--- src/asps_map.vh ---
// Constants for the accessory switch power-state block
`ifndef ASPS_MAP_VH
`define ASPS_MAP_VH
// ----------------------------------------
// Target address and register offsets
// ----------------------------------------
`define ASPS_I2C_ADDR 7'h25
`define ASPS_OFS_CTRL 8'h02
`define ASPS_OFS_INT 8'h03
`define ASPS_OFS_STAT 8'h0A
`define ASPS_OFS_MANSW 8'h13
`define ASPS_OFS_RESET 8'h1B
// ----------------------------------------
// Field positions
// ----------------------------------------
`define ASPS_CTRL_MASK_BIT 0
`define ASPS_CTRL_MANUAL_BIT 2
`define ASPS_INT_ATTACH_BIT 0
`define ASPS_INT_DETACH_BIT 1
`define ASPS_INT_IDCHG_BIT 2
`define ASPS_MANSW_USB_BIT 0
`define ASPS_MANSW_UART_BIT 1
`define ASPS_RESET_BIT 0
// ----------------------------------------
// Reset values
// ----------------------------------------
`define ASPS_CTRL_RST 8'h00
`define ASPS_MANSW_RST 2'h0
`define ASPS_INT_RST 3'h0
// ----------------------------------------
// Identification codes of factory cables and of an open line
// ----------------------------------------
`define ASPS_ID_USB_OFF 5'h18
`define ASPS_ID_USB_ON 5'h19
`define ASPS_ID_UART_OFF 5'h1C
`define ASPS_ID_UART_ON 5'h1D
`define ASPS_ID_OPEN 5'h1F
`endif

--- src/asps_top.v ---
// Power states, reset, detection reporting and switching of the accessory switch
// Summary of operation
// RQ1 - Active-low interrupt output prompts the host to read status.
// RQ2 - Interrupt also asserted on identification line or attach status change.
// RQ3 - Control bit selects manual host routing or automatic switching.
// RQ4 - Factory cables route data lines to UART or USB path.
// RQ5 - Detection and switching run only while battery supply is valid.
// RQ6 - I2C and interrupt work only with I/O and battery supplies valid.
// RQ7 - Charging enabled whenever bus supply valid, even without battery.
// RQ8 - Any supply order reaches correct operation; no sequence needed.
// RQ9 - Power application resets internal state before detection or communication.
// RQ10 - Default register values give working operation without configuration.
// RQ11 - Both attach and detach are detected and reported.
// RQ12 - Automatic mode sets switches from the detection result.
// RQ13 - Host drives serial clock; device is an I2C target.
// RQ14 - Serial data driven only open-drain, released by default.
// RQ15 - Any reset loads defaults, opens all switches, enters standby.
// RQ16 - Power-on reset on first rising edge of battery or bus supply.
// RQ17 - Writing reset bit at address 1BH acts like hardware reset.
// RQ18 - I2C target supports fast mode up to 400 kHz.
// RQ19 - No battery or bus supply: all off, interrupt released.
`include "asps_map.vh"
`default_nettype none
module asps_top (
   input wire clk_i,
   input wire rst_i,
   input wire ce_i,
   input wire bat_valid_i,
   input wire bus_valid_i,
   input wire io_supply_i,
   input wire attach_i,
   input wire [4:0] accessory_id_line_i,
   input wire scl_i,
   input wire sda_i,
   output wire sda_o,
   output wire sda_oe_o,
   output reg host_interrupt_n_o,
   output reg detect_en_o,
   output reg charge_en_o,
   output reg host_comm_en_o,
   output reg sw_usb_o,
   output reg sw_uart_o
);
   // ----------------------------------------
   // Input synchronisation
   // ----------------------------------------
   wire [8:0] pins_s;
   asps_sync #(
      .WIDTH(9)
   ) u_sync (
      .clk_i(clk_i),
      .rst_i(rst_i),
      .ce_i(ce_i),
      .d_i({bat_valid_i, bus_valid_i, io_supply_i, attach_i, accessory_id_line_i}),
      .q_o(pins_s)
   );
   wire bat_s = pins_s[8];
   wire bus_s = pins_s[7];
   wire io_s = pins_s[6];
   wire attach_s = pins_s[5];
   wire [4:0] id_s = pins_s[4:0];
   // SCL and SDA get their own filter so the bus edges stay aligned
   wire [1:0] i2c_s;
   asps_sync #(
      .WIDTH(2)
   ) u_sync_i2c (
      .clk_i(clk_i),
      .rst_i(rst_i),
      .ce_i(ce_i),
      .d_i({scl_i, sda_i}),
      .q_o(i2c_s)
   );
   // ----------------------------------------
   // Supply qualification and internal reset
   // ----------------------------------------
   // I/O supply matters only with battery valid; I/O supply alone counts as off
   localparam [5:0] P_OFF = 6'h01;
   localparam [5:0] P_DET = 6'h02;
   localparam [5:0] P_DET_LINK = 6'h04;
   localparam [5:0] P_CHG = 6'h08;
   localparam [5:0] P_ON = 6'h10;
   localparam [5:0] P_ON_LINK = 6'h20;
   reg [5:0] pwr_st;
   reg [5:0] next_pwr_st;
   reg soft_rst;
   always @* begin
      case ({bus_s, bat_s, io_s}) // RQ8
         3'h0: next_pwr_st = P_OFF; // RQ19
         3'h1: next_pwr_st = P_OFF; // RQ19
         3'h2: next_pwr_st = P_DET; // RQ5
         3'h3: next_pwr_st = P_DET_LINK; // RQ6
         3'h4: next_pwr_st = P_CHG; // RQ7
         3'h5: next_pwr_st = P_CHG; // RQ7
         3'h6: next_pwr_st = P_ON;
         3'h7: next_pwr_st = P_ON_LINK;
         default: next_pwr_st = P_OFF;
      endcase
   end
   // Enables decode the next state so no cycle of latency is added
   wire det_en = |(next_pwr_st & (P_DET | P_DET_LINK | P_ON | P_ON_LINK)); // RQ5
   wire comm_en = |(next_pwr_st & (P_DET_LINK | P_ON_LINK)); // RQ6
   wire chg_en = |(next_pwr_st & (P_CHG | P_ON | P_ON_LINK)); // RQ7
   // Power-on reset on the first rising edge of either main supply
   wire por_rst = pwr_st[0] & ~next_pwr_st[0]; // RQ16
   wire int_rst = rst_i | (ce_i & (por_rst | soft_rst)); // RQ9 RQ17
   always @(posedge clk_i) begin
      if (rst_i) begin
         pwr_st <= P_OFF;
      end else if (ce_i) begin
         pwr_st <= next_pwr_st; // RQ8
      end
   end
   // ----------------------------------------
   // I2C target
   // ----------------------------------------
   wire [7:0] ptr;
   wire [7:0] wdata;
   wire wr_stb;
   wire rd_stb;
   reg [7:0] rdata;
   // Oversampling at 50 MHz leaves wide margin for a 400 kHz clock
   // Soft reset spares the bus engine so the reset write is still acknowledged
   asps_i2c u_i2c (
      .clk_i(clk_i),
      .rst_i(rst_i | (ce_i & por_rst)),
      .ce_i(ce_i),
      .en_i(comm_en), // RQ6 RQ18
      .scl_i(i2c_s[1]),
      .sda_i(i2c_s[0]),
      .rdata_i(rdata),
      .sda_o(sda_o),
      .sda_oe_o(sda_oe_o),
      .ptr_o(ptr),
      .wdata_o(wdata),
      .wr_stb_o(wr_stb),
      .rd_stb_o(rd_stb)
   );
   always @(posedge clk_i) begin
      if (rst_i) begin
         soft_rst <= 1'b0;
      end else if (ce_i) begin
         soft_rst <= wr_stb & (ptr == `ASPS_OFS_RESET) & wdata[`ASPS_RESET_BIT]; // RQ17
      end
   end
   // ----------------------------------------
   // Configuration registers
   // ----------------------------------------
   reg [7:0] ctrl;
   reg [1:0] man_sw;
   wire int_mask = ctrl[`ASPS_CTRL_MASK_BIT];
   wire manual = ctrl[`ASPS_CTRL_MANUAL_BIT]; // RQ3
   always @(posedge clk_i) begin
      if (int_rst) begin
         ctrl <= `ASPS_CTRL_RST; // RQ10 RQ15
         man_sw <= `ASPS_MANSW_RST;
      end else if (ce_i && wr_stb) begin
         if (ptr == `ASPS_OFS_CTRL) begin
            ctrl <= wdata;
         end
         if (ptr == `ASPS_OFS_MANSW) begin
            man_sw <= wdata[1:0];
         end
      end
   end
   // ----------------------------------------
   // Detection events
   // ----------------------------------------
   reg attached;
   reg [4:0] id_code;
   reg [2:0] int_stat;
   wire ev_attach = det_en & attach_s & ~attached; // RQ11
   wire ev_detach = det_en & ~attach_s & attached; // RQ11
   wire ev_idchg = det_en & (id_s != id_code); // RQ2
   wire [2:0] ev = {ev_idchg, ev_detach, ev_attach};
   wire rd_int = rd_stb & (ptr == `ASPS_OFS_INT);
   localparam [2:0] INT_RST = `ASPS_INT_RST;
   always @(posedge clk_i) begin
      if (int_rst || (ce_i && !det_en)) begin
         attached <= 1'b0;
         id_code <= `ASPS_ID_OPEN;
      end else if (ce_i) begin
         attached <= attach_s;
         id_code <= id_s;
      end
   end
   // Clear on read; a fresh event in the same cycle wins so none is lost
   genvar g;
   generate
      for (g = 0; g < 3; g = g + 1) begin : stat_bit
         always @(posedge clk_i) begin
            if (int_rst || (ce_i && !det_en)) begin
               int_stat[g] <= INT_RST[g];
            end else if (ce_i) begin
               if (ev[g]) begin
                  int_stat[g] <= 1'b1;
               end else if (rd_int) begin
                  int_stat[g] <= 1'b0;
               end
            end
         end
      end
   endgenerate
   // ----------------------------------------
   // Read data
   // ----------------------------------------
   always @* begin
      case (ptr)
         `ASPS_OFS_CTRL: rdata = ctrl;
         `ASPS_OFS_INT: rdata = {5'h00, int_stat};
         `ASPS_OFS_STAT: rdata = {2'h0, attached, id_code};
         `ASPS_OFS_MANSW: rdata = {6'h00, man_sw};
         default: rdata = 8'h00;
      endcase
   end
   // ----------------------------------------
   // Switch routing
   // ----------------------------------------
   reg next_usb;
   reg next_uart;
   always @* begin
      next_usb = 1'b0;
      next_uart = 1'b0;
      if (manual) begin
         next_usb = man_sw[`ASPS_MANSW_USB_BIT];
         // Never close both paths at once; USB wins
         next_uart = man_sw[`ASPS_MANSW_UART_BIT] & ~man_sw[`ASPS_MANSW_USB_BIT]; // RQ4
      end else if (attached) begin // RQ12
         case (id_code)
            `ASPS_ID_USB_OFF, `ASPS_ID_USB_ON: next_usb = 1'b1; // RQ4
            `ASPS_ID_UART_OFF, `ASPS_ID_UART_ON: next_uart = 1'b1; // RQ4
            `ASPS_ID_OPEN: next_usb = bus_s;
            default: next_usb = 1'b0;
         endcase
      end
   end
   // ----------------------------------------
   // Registered outputs
   // ----------------------------------------
   always @(posedge clk_i) begin
      if (int_rst) begin
         host_interrupt_n_o <= 1'b1;
         detect_en_o <= 1'b0;
         charge_en_o <= 1'b0;
         host_comm_en_o <= 1'b0;
         sw_usb_o <= 1'b0; // RQ15
         sw_uart_o <= 1'b0;
      end else if (ce_i) begin
         // Released whenever communication is unpowered
         host_interrupt_n_o <= ~(comm_en & ~int_mask & (|int_stat)); // RQ1 RQ2 RQ6 RQ19
         detect_en_o <= det_en; // RQ5 RQ19
         charge_en_o <= chg_en; // RQ7
         host_comm_en_o <= comm_en;
         sw_usb_o <= det_en & next_usb;
         sw_uart_o <= det_en & next_uart;
      end
   end
endmodule
`default_nettype wire

--- src/asps_sync.v ---
// Three-stage input synchroniser with agreement filter
`default_nettype none
module asps_sync #(
   parameter WIDTH = 1
) (
   input wire clk_i,
   input wire rst_i,
   input wire ce_i,
   input wire [WIDTH-1:0] d_i,
   output reg [WIDTH-1:0] q_o
);
   reg [WIDTH-1:0] stage1;
   reg [WIDTH-1:0] stage2;
   reg [WIDTH-1:0] stage3;
   genvar g;
   generate
      for (g = 0; g < WIDTH; g = g + 1) begin : bit_sync
         // Output moves only once stages two and three agree
         always @(posedge clk_i) begin
            if (rst_i) begin
               stage1[g] <= 1'b0;
               stage2[g] <= 1'b0;
               stage3[g] <= 1'b0;
               q_o[g] <= 1'b0;
            end else if (ce_i) begin
               stage1[g] <= d_i[g];
               stage2[g] <= stage1[g];
               stage3[g] <= stage2[g];
               if (stage2[g] == stage3[g]) begin
                  q_o[g] <= stage3[g];
               end
            end
         end
      end
   endgenerate
endmodule
`default_nettype wire

--- src/asps_i2c.v ---
// Oversampled I2C target with register pointer
`include "asps_map.vh"
`default_nettype none
module asps_i2c (
   input wire clk_i,
   input wire rst_i,
   input wire ce_i,
   input wire en_i,
   input wire scl_i,
   input wire sda_i,
   input wire [7:0] rdata_i,
   output reg sda_o,
   output reg sda_oe_o,
   output reg [7:0] ptr_o,
   output reg [7:0] wdata_o,
   output reg wr_stb_o,
   output reg rd_stb_o
);
   localparam [6:0] S_IDLE = 7'h01;
   localparam [6:0] S_ADDR = 7'h02;
   localparam [6:0] S_ACKA = 7'h04;
   localparam [6:0] S_WR = 7'h08;
   localparam [6:0] S_ACKW = 7'h10;
   localparam [6:0] S_RD = 7'h20;
   localparam [6:0] S_ACKR = 7'h40;
   reg [6:0] st;
   reg [3:0] cnt;
   reg [7:0] sh;
   reg scl_q;
   reg sda_q;
   reg rw;
   reg first;
   reg wrote;
   wire scl_rise = scl_i & ~scl_q;
   wire scl_fall = ~scl_i & scl_q;
   wire start = scl_i & scl_q & sda_q & ~sda_i;
   wire stop = scl_i & scl_q & ~sda_q & sda_i;
   // ----------------------------------------
   // Bit engine
   // ----------------------------------------
   always @(posedge clk_i) begin
      if (rst_i || (ce_i && !en_i)) begin
         st <= S_IDLE;
         cnt <= 4'h0;
         sh <= 8'h00;
         scl_q <= 1'b1;
         sda_q <= 1'b1;
         rw <= 1'b0;
         first <= 1'b0;
         wrote <= 1'b0;
         sda_o <= 1'b0;
         sda_oe_o <= 1'b0; // RQ14
         ptr_o <= 8'h00;
         wdata_o <= 8'h00;
         wr_stb_o <= 1'b0;
         rd_stb_o <= 1'b0;
      end else if (ce_i) begin
         scl_q <= scl_i;
         sda_q <= sda_i;
         wr_stb_o <= 1'b0;
         rd_stb_o <= 1'b0;
         if (start) begin
            st <= S_ADDR;
            cnt <= 4'h0;
            first <= 1'b1;
            sda_oe_o <= 1'b0;
         end else if (stop) begin
            st <= S_IDLE;
            sda_oe_o <= 1'b0;
         end else if (scl_rise) begin // RQ13
            case (st)
               S_ADDR, S_WR: begin
                  sh <= {sh[6:0], sda_i};
                  cnt <= cnt + 4'h1;
               end
               S_ACKR: begin
                  if (sda_i) begin
                     st <= S_IDLE;
                  end else begin
                     ptr_o <= ptr_o + 8'h01;
                  end
               end
               default: begin
               end
            endcase
         end else if (scl_fall) begin
            case (st)
               S_ADDR: begin
                  if (cnt == 4'h8) begin
                     if (sh[7:1] == `ASPS_I2C_ADDR) begin
                        sda_oe_o <= 1'b1;
                        rw <= sh[0];
                        st <= S_ACKA;
                     end else begin
                        st <= S_IDLE;
                     end
                  end
               end
               S_WR: begin
                  if (cnt == 4'h8) begin
                     sda_oe_o <= 1'b1;
                     st <= S_ACKW;
                     wrote <= ~first;
                     if (first) begin
                        ptr_o <= sh;
                        first <= 1'b0;
                     end else begin
                        wdata_o <= sh;
                        wr_stb_o <= 1'b1;
                     end
                  end
               end
               S_ACKA: begin
                  cnt <= 4'h0;
                  if (rw) begin
                     sh <= rdata_i;
                     rd_stb_o <= 1'b1;
                     sda_oe_o <= ~rdata_i[7];
                     st <= S_RD;
                  end else begin
                     sda_oe_o <= 1'b0;
                     st <= S_WR;
                  end
               end
               S_ACKW: begin
                  sda_oe_o <= 1'b0;
                  cnt <= 4'h0;
                  st <= S_WR;
                  if (wrote) begin
                     ptr_o <= ptr_o + 8'h01;
                  end
               end
               S_RD: begin
                  cnt <= cnt + 4'h1;
                  if (cnt == 4'h7) begin
                     sda_oe_o <= 1'b0;
                     st <= S_ACKR;
                  end else begin
                     sh <= {sh[6:0], 1'b0};
                     sda_oe_o <= ~sh[6];
                  end
               end
               S_ACKR: begin
                  // Reaching here means the master acknowledged; next byte goes out now
                  cnt <= 4'h0;
                  sh <= rdata_i;
                  rd_stb_o <= 1'b1;
                  sda_oe_o <= ~rdata_i[7];
                  st <= S_RD;
               end
               default: begin
                  st <= S_IDLE;
               end
            endcase
         end
      end
   end
endmodule
`default_nettype wire

--- config.mk ---
export PLATFORM = sky130hd
export DESIGN_NAME = asps_top
export DESIGN_NICKNAME = d
export VERILOG_FILES = /design/src/asps_top.v /design/src/asps_sync.v /design/src/asps_i2c.v
export VERILOG_INCLUDE_DIRS = /design/src
export SDC_FILE = /design/constraint.sdc
export NUM_CORES = 1
export LEC_CHECK = 0
export CORE_MARGIN = 2
export CORE_UTILIZATION = 50
export CTS_CLUSTER_SIZE = 16
export DETAILED_ROUTE_END_ITERATION = 7
export DONT_BUFFER_PORTS = 1
export PLACE_DENSITY = 0.68
export RECOVER_POWER = 25
export SLEW_MARGIN = 20
export SYNTH_ARGS = -nofsm -noshare
export SYNTH_HDL_FRONTEND = slang
export SYNTH_SLANG_ARGS = --single-unit
--- constraint.sdc ---
create_clock -name clk_i -period 2.3 [get_ports clk_i]
set_clock_uncertainty 0.05 [all_clocks]
set_input_delay 0.46 -clock clk_i [delete_from_list [all_inputs] [get_ports clk_i]]
set_output_delay 0.46 -clock clk_i [all_outputs]
set_load 0.03 [all_outputs]
==> Word level (Yosys, flattened, before mapping) <==
Memory sizes are Yosys's and may differ from the RTL's.
Cells that the tools add are included.
{ "word_totals": {"reg_bits": 114, "word_cells": 294, "in_bits": 14, "n_memories": 1, "rom_bits": 48} }
{ "op_classes": {"mux": 72, "n_eq_ne": 51, "n_addsub": 2, "reduce_logical": 54, "n_bitwise": 42} }
{ "mem_list": {"columns": ["memory", "words", "word_bits", "read_ports", "rd_ports_with_merged_regs", "wr", "line_no", "rtl"], "rows": [
  ["(no name shown)", 8, 6, 1, 0, 0, "asps_top.v:87", "case ({bus_s, bat_s, io_s})"]
]} }
{ "op_table": {"columns": ["cell", "n"], "rows": [
  ["8-bit 2-to-1 mux", 12],
  ["7-bit 2-to-1 mux", 9],
  ["7-bit one-hot mux with 6 select lines", 1],
  ["1-bit 2-to-1 mux", 36],
  ["8-bit one-hot mux with 4 select lines", 1],
  ["2-bit AND reduction", 16],
  ["5-bit == test, second input constant", 5],
  ["8-bit one-hot mux with 3 select lines", 1],
  ["8-bit AND reduction", 3],
  ["1-bit bitwise AND", 23],
  ["7-bit AND reduction", 3],
  ["4-bit 2-to-1 mux", 5],
  ["8-bit by 2-bit == test with 1-bit output, second input constant", 2],
  ["8-bit by 5-bit == test with 1-bit output, second input constant", 2],
  ["1-bit inverter", 16],
  ["8-bit one-hot mux with 2 select lines", 1],
  ["5-bit by 1-bit inequality test with 1-bit output, second input constant", 3],
  ["7-bit by 6-bit == test with 1-bit output, second input constant", 2],
  ["2-bit nonzero test", 7],
  ["3-bit by 1-bit inequality test with 1-bit output, second input constant", 4],
  ["4-bit by 1-bit inequality test with 1-bit output, second input constant", 3],
  ["4-bit nonzero test", 3],
  ["1-bit == test", 11],
  ["10-bit AND reduction", 1],
  ["32 further kinds", 51]
]} }

==> Depth between registers and ports, before layout <==
Gate-level depths: netlist (run 1).
{ "logic_depth": {"depth_word": 9, "depth_mapped": 10, "ltp_nobuf": 8} }

==> Cells and area by module <==
From an unflattened synthesis (run 1), not the netlist that was laid out.
{ "unflattened": {"hier_cells": 673, "area_unflattened_um2": 5969.5} }
{ "by_module_without_submodules": {"columns": ["mod", "cells_per_inst", "seq_area_each_um2", "n_inst", "area_per_inst_um2"], "rows": [
  ["asps_i2c", 350, 860.8, 1, 2747.6],
  ["asps_sync at u_sync", 145, 720.7, 1, 1506.4],
  ["asps_top", 146, 540.5, 1, 1366.3],
  ["asps_sync at u_sync_i2c", 32, 160.2, 1, 349.1]
]} }

==> Worst setup path after synthesis (run 1) <==
Ideal clock, no wire load.
{ "synth_path": {"path_type": "register -> register", "from": "register u_i2c.st[0]", "to": "register u_i2c.cnt[3]", "t_arrival_ps": 2197, "slack_ps": -17, "path_buffers": 0, "path_stages_with_launch": 7, "setup_time_ps": 70, "required_ps": 2180, "synth_period_minus_slack_ps": 2317, "path_cell_list": "dfxtp_1 > or4_4 > or4b_4 > o311ai_2 > nand2_2 > or4_1 > a21oi_1"} }
{ "synth_via": {"elab_chain_cells": 7} }
{ "synth_lines": {"columns": ["item", "line_no", "rtl"], "rows": [
  ["from (decl)", "asps_i2c.v:26", "reg [6:0] st;"],
  ["from (signal assigned)", "asps_i2c.v:43", "st <= S_IDLE;"],
  ["from (signal assigned)", "asps_i2c.v:63", "st <= S_ADDR;"],
  ["from (signal assigned)", "asps_i2c.v:68", "st <= S_IDLE;"],
  ["7-bit == test (tied with other cells)", "asps_i2c.v:87", "case (st)"],
  ["3-bit OR reduction (no line)", null, null],
  ["4-bit one-hot mux with 2 select lines", "asps_i2c.v:87", null],
  ["4-bit 2-to-1 mux", "asps_i2c.v:86", "end else if (scl_fall) begin"],
  ["4-bit 2-to-1 mux", "asps_i2c.v:70", "end else if (scl_rise) begin"],
  ["4-bit 2-to-1 mux", "asps_i2c.v:67", "end else if (stop) begin"],
  ["4-bit 2-to-1 mux", "asps_i2c.v:62", "if (start) begin"],
  ["to (signal assigned)", "asps_i2c.v:74", "cnt <= cnt + 4'h1;"],
  ["to (signal assigned)", "asps_i2c.v:134", "cnt <= cnt + 4'h1;"],
  ["to (decl)", "asps_i2c.v:27", "reg [3:0] cnt;"]
]} }
Parallel ways exist; a longest one is shown, timed or not. The select of a mux whose other input is x is not followed.
A chain may end at the register's enable or synchronous reset.

==> Final worst setup path (run 1) <==
{ "layout_path": {"from": "register u_i2c.st[6]", "to": "register u_i2c.cnt[0]"} }
Same word-level chain as after synthesis.

==> results of run 1 <==
-- final cells by class --
type,count,area (um^2)
Clock buffer,22,473
Clock inverter,9,81.3
Fill cell,896,3690
Inverter,12,45.0
Multi-Input combinational cell,471,3020
Sequential cell,114,2290
Tap cell,140,175
Timing Repair Buffer,99,922
-- flip-flops by register name, summed over array words and instances, names as in the netlist, 2 cells and up --
signal and flops:
id_code 5, u_sync.stage3 9, u_i2c.sh 8, u_i2c.ptr_o 8, u_sync_i2c.stage1 2, u_sync_i2c.stage2 2
u_i2c.wdata_o 8, u_i2c.st 7, u_sync.stage2 9, u_sync.stage1 9, u_sync_i2c.stage3 2, u_sync_i2c.q_o 2
int_stat 3, man_sw 2, u_sync.q_o 9, u_i2c.cnt 4, ctrl 8
-- path summary, 6_finish.rpt --
| check | from | to | slack (ns) | cells after the start |
|---|---|---|---|---|
| setup / recovery | u_i2c.st[6]$_SDFFE_PP0P_ | u_i2c.cnt[0]$_SDFFE_PP0P_ | -0.06 | 7 |
| hold / removal | ce_i | u_i2c.scl_q$_SDFFE_PP1P_ | 0.04 | 1 |
| setup reg to reg | u_i2c.st[6]$_SDFFE_PP0P_ | u_i2c.cnt[0]$_SDFFE_PP0P_ | -0.06 | 7 |
| hold reg to reg | u_i2c.first$_SDFFE_PP0P_ | u_i2c.first$_SDFFE_PP0P_ | 0.44 | 2 |
-- cell families after synthesis --
family | Yosys count | share of synthesized area (%)
other | 1 | 0.0692
multiplexers | 69 | 12.8
buffers and inverters | 55 | 3.92
AO/OA/AOI/OAI | 144 | 16.2
AND/OR/NAND/NOR | 241 | 21.9
flip-flops | 114 | 42.1
XOR/XNOR | 9 | 1.45
adder cells (fa/ha/maj) | 7 | 1.62
-- report_power, final --
part           switching [mW]  leakage [nW]  internal (mW)
Clock                   0.906         0.269           1.53
Sequential             0.0259         0.923           2.00
Combinational          0.0794          1.60         0.0980
-- layout by cell type, fill, tap and decap left out, types with 3 or more instances in the layout --
cell type        n
dlygate4sd3_1   47
buf_12           4
a21oi_1         54
nand2b_1         4
or3_1            6
o211ai_1         3
o21ai_0         34
xor2_1           7
nand3b_1         8
clkbuf_8         5
inv_1           11
ha_1             6
a31oi_1          5
dfxtp_2          4
dfxtp_1        110
nor3_1          14
nor2b_1          7
nor3b_1          7
nand2_1         54
nor2_1          86
nor4b_1          4
buf_6            4
clkbuf_16       16
and3_1           4
clkinvlp_4       3
a21o_1          13
nand3_1         15
buf_4           43
or2_2            8
mux2i_1         68
clkinv_2         4
o31ai_1          7
-- critical path: cells and delay by family (launching register included) --
kind	cells	cell delay, ns
compound gates	2	0.23
buf+inv	1	0.14
flops	1	0.32
simple gates	4	1.53
-- stage by stage --
stage	util, %	cells	cell area, um^2	total power, mW
6_report	65.5	867	7010	4.65
5_1_grt	65.5	867	7010	4.77
4_1_cts	64.8	865	6930	4.66
3_5_place_dp	54.7	786	5850	2.21
3_3_place_gp	54.7	786	5850	2.20
2_1_floorplan	-	640	5430	2.19
-- metal layers --
| metal | track usage (%) | wire (um) |
|---|---|---|
| met1 | 31.9 | 6090 |
| met2 | 44.6 | 7290 |
| met4 | 10.6 | 316 |
| met5 | 0 | 0 |
| met3 | 6.39 | 664 |
-- repair_timing --
| item | CTS | global route |
|---|---|---|
| hold buffers | 47 | 0 |
| gates resized for setup | 9 | 17 |
| hold endpoints to repair | 47 | 0 |
| pin swaps | 8 | 3 |
| endpoints found under the setup margin | 4 | 30 |
| gates cloned | 0 | 0 |
| setup buffers | 1 | 2 |
==> metrics.txt, run 1 <==
vias per cell=5.67; CP endpoint kind=flop; number of synthesized flops with an enable pin=0; mean post-synth cell area=roughly 8.5 um^2; ratio of final minimum period to clock period=102%; first-pass GRT wire length=24,000 um; global route overflow=0; final setup vio count=2; failing checks=setup timing; vias in the first global route=between 4k and 5k; Syn Nets=approximately 660; synthesized area=between 5000 and 6000 um^2; Peak Freq=0.424 GHz; vias=approximately 5k; initial antenna violation count=0; critical setup path kind=reg2reg; Ys Warns=0; Bufs on Longest Clock Path=2; Die ar.=11,700 um^2; fin crit period=around 2.4 ns; Clock transition at path regs=~0.06 ns; # IOs=22; synth unique cells=59; WP data required=about 2.7 ns; CP peak stage delay=0.54 ns; unrepaired setup endpoints after global routing=true; TNS Setup=-0.0952 ns; Max-Cap Viols=0; fin. max-slew vios=0; Clk Latency, worst-skew pair=roughly 0.52 ns; final WL=~14,000 um; # H-tree levels=4; Max IR drop VDD=roughly 0.48 mV; largest net degree at the start of global routing=75; slew at the pin closest to its max-slew limit=between 0.9 and 1 ns; critical path fanouts, max=7; WP data arrival=around 2.7 ns; final hold viol count=0; CTS Sinks=~110; CP Cell Sequence=or4_4 > or4b_4 > o311ai_4 > nand2_2 > buf_6 > or3_1 > a21oi_1; GRT Overall Usage=around a quarter; PwrDens=between 600 and 700 nW/um^2; core area=about 11,000 um^2; die width=about 110 um; Port-buffer cells=0; number of synthesized register bits=~110; post-DR wirelength/cell=16.6 um; Leak=2.79 nW; DRT iter0 DRCs=approximately 290; antenna-violating nets left=0; n_diodes=0; DRC=0; Post-synth top cells=dfxtp_1, nor2_1, mux2i_1; share of the synthesized area in the top cell type=42.1%; clk root buf=clkbuf_8; Synth Flop Type=dfxtp_1; Slowest cell on crit path=or4_4; die height=approximately 110 um; CP Launch Type=flop; Layout area overhead=29.2%; dpl ws=-0.0792 ns; Seq/Total Area, Yosys=a little over two fifths; post-detail-place hpwl=a little under 9000 um; Max-slew headroom=a little under two fifths; Async SR Flop Fraction=0%; Nets=~740; gpl congestion=0.892; run status=finished with violations; DRT Pass-1 Iters=5; layout cells sized above 1=approximately 16%; worst hold-check path type=in2reg; num rows=38; largest cells by area after synthesis=dfxtp_1, mux2i_1, nor2_1; CTS tree=yes; Yosys top cell by area=dfxtp_1; Cells after Synth=640; WHS=about 0.044 ns; Num CTS Buffers=17; Initial Util=approximately 51%; top-count cell post-synth=dfxtp_1; Final WS setup=-0.0558 ns
No activity file was read; power rests on OpenSTA's default activity.
==> inputs of run 2 (changes only) <==
--- a/config.mk
+++ b/config.mk
@@ -13,6 +13,7 @@
 export DONT_BUFFER_PORTS = 1
 export PLACE_DENSITY = 0.68
 export RECOVER_POWER = 25
+export SETUP_SLACK_MARGIN = 0.05
 export SLEW_MARGIN = 20
 export SYNTH_ARGS = -nofsm -noshare
 export SYNTH_HDL_FRONTEND = slang
==> run 2 against run 1 <==
- the flow still finishes with violations (setup timing)
- combinational power fell by 14%
- critical path depth shrank 1
- routed wire length shrank 8.0%
- core utilization fell by 4.0 points
- critical endpoint is now u_i2c.cnt[3]$_SDFFE_PP0P_
- largest power group unchanged
==> metrics.txt, run 2 (same netlist as run 1, synthesis figures left out) <==
Reg2Reg Capture Point=u_i2c.cnt[3]$_SDFFE_PP0P_; reg2reg setup slack=-0.02 ns; global route overflow=0; Clock transition at path regs=around 0.060 ns; met1 Track Usage GR=between 20% and 30%; unrepaired setup endpoints after global routing=true; Total Power=between 4 and 5 mW; vias per cell=5.68; largest net degree at the start of global routing=75; slew at the pin closest to its max-slew limit=0.678 ns; worst hold-check path type=in2reg; clk root buf=clkbuf_8; die width=~110 um; CP endpoint kind=flop; Max-slew headroom=about 55%; layout cells sized above 1=~17%; Hold Path Origin=ce_i; final hold viol count=0; Final Util=approximately three fifths; leading cell type in the layout, fill and taps excluded=dfxtp_1; first-pass GRT wire length=22,100 um; Peak Freq=roughly 0.43 GHz; Port-buffer cells=0; Nets=~680; Bufs on Longest Clock Path=2; dpl ws=-0.00824 ns; run status=finished with violations; n_diodes=0; ratio of final minimum period to clock period=101%; vias=between 4k and 5k; DRC=0; GRT Overall Usage=about a quarter; Max IR drop VDD=between 0.6 and 0.7 mV; worst r2r path cells=6; fin area=between 6000 and 7000 um^2; WP data arrival=about 2.7 ns; critical setup path kind=reg2reg; Filler Cell Count=about 930; worst hold stages=1; CTS Sinks=114; Min-Delay Endpoint=u_i2c.scl_q$_SDFFE_PP1P_; final setup vio count=3; # IOs=22; CTS tree=yes; die height=between 100 and 150 um; gpl congestion=~0.96; DRT iter0 DRCs=263; Max-Cap Viols=0; Final WS setup=-0.0197 ns; post-detail-place hpwl=8760 um; CP Launch Type=flop; final WL=around 13,000 um; core area=about 11,000 um^2; WP data required=roughly 2.7 ns; antenna-violating nets left=0; initial antenna violation count=0; critical path fanouts, max=5; # H-tree levels=4; Layout area overhead=21.3%; fin crit period=~2.3 ns; Clk Latency, worst-skew pair=0.52 ns; Num CTS Buffers=17; Initial Util=around half; num rows=38; fin. max-slew vios=0; DRT Pass-1 Iters=4; vias in the first global route=4,615; Critical R2R Launch=u_i2c.st[6]$_SDFFE_PP0P_; failing checks=setup timing; GRT Max-Usage Layer=met2; GR Layer Usage met3=6.81%; most frequent cells in the layout=dfxtp_1, nor2_1, mux2i_1; post-DR wirelength/cell=16.2 um; met2 usage=between 30% and 40%; Leak=~2.5 nW; TNS Setup=-0.0315 ns; Die ar.=between 10,000 and 15,000 um^2; PwrDens=between 700 and 800 nW/um^2; Placement Cell Area=5810 um^2
-- run 2: critical path, cell delays in order, from the launching register on --
cell      delay (ns)
dfxtp_2         0.32
or4_4           0.56
or4b_4          0.57
o311ai_4        0.09
nand2_2         0.13
or4_1           0.40
a21oi_1         0.13
-- run 2: worst max path at each step --
stage	start	endpoint	slack (ns)	cells after the start
after floorplan	u_i2c.scl_q$_SDFFE_PP1P_	u_i2c.wdata_o[7]$_SDFFE_PP0P_	0.05	9
after global placement	u_i2c.scl_q$_SDFFE_PP1P_	u_i2c.st[5]$_SDFFE_PP0P_	0.06	8
after detailed placement	u_i2c.st[6]$_SDFFE_PP0P_	u_i2c.st[4]$_SDFFE_PP0P_	-0.008	7
after CTS	u_i2c.st[6]$_SDFFE_PP0P_	u_i2c.cnt[3]$_SDFFE_PP0P_	0.009	6
after global routing	u_i2c.st[6]$_SDFFE_PP0P_	u_i2c.cnt[2]$_SDFFE_PP0P_	-0.08	7
final	u_i2c.st[6]$_SDFFE_PP0P_	u_i2c.cnt[3]$_SDFFE_PP0P_	-0.02	6
-- run 2: area by class of cell --
| cell class | instances | area [um^2] | share of cell area (%) |
|---|---|---|---|
| multi-input combinational | 471 | 3070 | 46.7 |
| clock buffer | 21 | 439 | 6.68 |
| sequential | 114 | 2290 | 34.8 |
| inverter | 12 | 45.0 | 0.685 |
| clock inverter | 11 | 136 | 2.07 |
| timing repair buffer | 47 | 422 | 6.41 |
| tap | 140 | 175 | 2.66 |
-- run 2: what timing repair did --
item,4_1_cts,5_1_grt
pin swaps,6,3
setup buffers,1,2
setup endpoints to repair,11,26
resized for setup,4,26
hold endpoints to repair,47,0
hold buffers,2,0
-- run 2: power by group --
group,total [mW],leakage (nW),switching [mW],internal (mW)
Clock,2.57,0.285,0.905,1.67
Sequential,2.03,0.923,0.0242,2.00
Combinational,0.152,1.28,0.0813,0.0711
Total,4.75,2.48,1.01,3.74
-- run 2: metal layers --
layer	part of all wire, %	vias up
li1	-	2305
met1	44	2208
met2	49	98
met3	4.8	25
met4	2.1	0
met5	0	-
-- run 2: stage by stage --
stage	hold slack, ns	instances
after floorplan	0.386	640
after global placement	0.385	779
after detailed placement	0.394	779
after CTS	0.0246	814
after global routing	0.0286	816
final	0.0414	816
==> inputs of run 3 (changes only) <==
--- a/config.mk
+++ b/config.mk
@@ -7,13 +7,11 @@
 export NUM_CORES = 1
 export LEC_CHECK = 0
 export CORE_MARGIN = 2
-export CORE_UTILIZATION = 50
+export CORE_UTILIZATION = 43
 export CTS_CLUSTER_SIZE = 16
 export DETAILED_ROUTE_END_ITERATION = 7
 export DONT_BUFFER_PORTS = 1
-export PLACE_DENSITY = 0.68
 export RECOVER_POWER = 25
-export SETUP_SLACK_MARGIN = 0.05
 export SLEW_MARGIN = 20
 export SYNTH_ARGS = -nofsm -noshare
 export SYNTH_HDL_FRONTEND = slang
==> run 3 against run 2 <==
- the flow still finishes with violations (setup timing)
- die area grew 16%
- sequential cell count unchanged
- worst hold slack improved by 0.017 ns
- non-clock buffer count rose by 2
- combinational power fell by 13%
- clock power up 11%
- via count fell by 0.17%
- largest cell class unchanged
- highest routed layer unchanged
==> metrics.txt, run 3 (same netlist as run 1, synthesis figures left out) <==
CP most frequent cell=buf_4; DRT iter0 DRCs=roughly 300; clk root buf=clkbuf_16; critical setup path kind=reg2reg; worst hold-check path type=in2reg; Leak=2.51 nW; Max IR drop VDD=roughly 0.55 mV; DRC=0; largest net degree at the start of global routing=75; Bufs on Longest Clock Path=2; DRT Pass-1 Iters=5; die width=between 100 and 150 um; Num CTS Buffers=17; antenna-violating nets left=0; met2 usage=33.2%; gpl congestion=around 0.9; met1 Track Usage GR=between 20% and 30%; core area=between 10,000 and 15,000 um^2; fin crit period=2.45 ns; Slowest cell on crit path=o41ai_1; Port-buffer cells=0; post-DR wirelength/cell=roughly 16 um; Layout area overhead=21.3%; Final WS setup=-0.155 ns; run status=finished with violations; Filler Cell Count=approximately 1.1k; leading cell type in the layout, fill and taps excluded=dfxtp_1; final hold viol count=0; slew at the pin closest to its max-slew limit=0.801 ns; GRT Max-Usage Layer=met2; n_diodes=0; WP data required=2.55 ns; CP peak stage delay=approximately 0.74 ns; final setup vio count=10; CP Cell Sequence=ha_1 > nand3b_1 > buf_4 > a311oi_1 > o41ai_1 > nand2_1 > buf_4 > a211oi_1 > nor3_1; failing checks=setup timing; Initial Util=between 40% and 50%; Die ar.=~14,000 um^2; CP endpoint kind=flop; reg2reg setup slack=-0.15 ns; Hold Buf Count CTS=0; num rows=41; vias in the first global route=between 4k and 5k; CTS tree=yes; critical path fanouts, max=12; die height=between 100 and 150 um; layout cells sized above 1=~15%; Peak Freq=0.407 GHz; TNS Setup=-0.978 ns; Nets=686; Clk Latency, worst-skew pair=between 0.4 and 0.5 ns; FF/Latch Area=~2300 um^2; first-pass GRT wire length=between 20,000 and 25,000 um; CTS Sinks=around 110; area of the multi-input gates=around 3000 um^2; Clock transition at path regs=~0.06 ns; fin cells=850; final WL=between 10,000 and 15,000 um; ratio of final minimum period to clock period=107%; GRT Overall Usage=a little over 20%; Max-Cap Viols=0; CP Launch Type=flop; PwrDens=approximately 760 nW/um^2; unrepaired setup endpoints after global routing=true; GR Layer Usage met3=between 5 and 6%; DP Cell Count=roughly 800; vias per cell=5.44; vias=between 4k and 5k; global route overflow=0; # IOs=22; most frequent cells in the layout=dfxtp_1, nor2_1, mux2i_1; initial antenna violation count=0; # H-tree levels=4; Max-slew headroom=between 40% and 50%; post-detail-place hpwl=roughly 9000 um; WP data arrival=about 2.7 ns; fin. max-slew vios=0
[run 3: cell types whose count changed in the layout (fill, tap and decap cells not counted), moves of 3 or more]
cell / delta
a211oi_1: +3
clkbuf_8: +3
a211oi_2: -3
clkinv_2: -5
buf_4: +4
[run 3: repair_timing]
item | in CTS | in global routing
gates resized for setup | 5 | 13
gates cloned | 0 | 1
endpoints found under the setup margin | 4 | 29
buffers inserted | 0 | 3
pin swaps | 2 | 2
[run 3: worst paths after layout]
check	start	end	cells past startpoint
worst max-delay path	u_i2c.cnt[0]$_SDFFE_PP0P_	u_i2c.sh[3]$_SDFFE_PP0P_	9
worst max register to register	u_i2c.cnt[0]$_SDFFE_PP0P_	u_i2c.sh[3]$_SDFFE_PP0P_	9
worst min-delay path	rst_i	u_sync.q_o[7]$_SDFFE_PP0P_	1
worst min register to register	u_sync.stage3[7]$_SDFFE_PP0P_	u_sync.q_o[7]$_SDFFE_PP0P_	2
[run 3: layout make-up]
cell class	count	area share, %
multi-input combinational	471	45.2
tap	172	3.27
timing repair buffer	49	6.18
clock buffer	24	7.63
sequential	114	34.8
clock inverter	8	2.24
inverter	12	0.685
[run 3: power breakdown]
part           total, mW  switching (mW)  internal [mW]
logic              0.133          0.0667         0.0663
clock network       2.85           0.901           1.95
registers           2.03          0.0249           2.01
total               5.02           0.992           4.03
[run 3: per-layer routing]
layer	up-vias	part of all wire [%]	wire length, um
met5	-	0	0
met4	0	1.6	215
met3	24	4.3	572
met2	104	49	6520
met1	2186	45	6090
li1	2314	-	-
[run 3: metrics by stage]
stage / setup slack (ns) / hold slack, ns / power, mW / utilization (%) / cell area (um^2)
3_5_place_dp: -0.0458 / 0.393 / 2.20 / 46.9 / 5850
5_1_grt: -0.147 / 0.0469 / 5.17 / 52.8 / 6580
3_3_place_gp: -0.00593 / 0.385 / 2.20 / 46.9 / 5850
6_report: -0.155 / 0.0586 / 5.02 / 52.8 / 6580
4_1_cts: -0.0172 / 0.0385 / 5.07 / 52.3 / 6520
2_1_floorplan: 0.000841 / 0.386 / 2.19 / - / 5430
[run 3: worst max-delay path, delay by kind of cell (launching register included)]
kind                       cells  cell delay, ns
AOI/OAI and AO/OA              3            1.06
adders and majority gates      1            0.23
buffers and inverters          2            0.35
DFF                            1            0.31
and+or+nand+nor                3            0.35
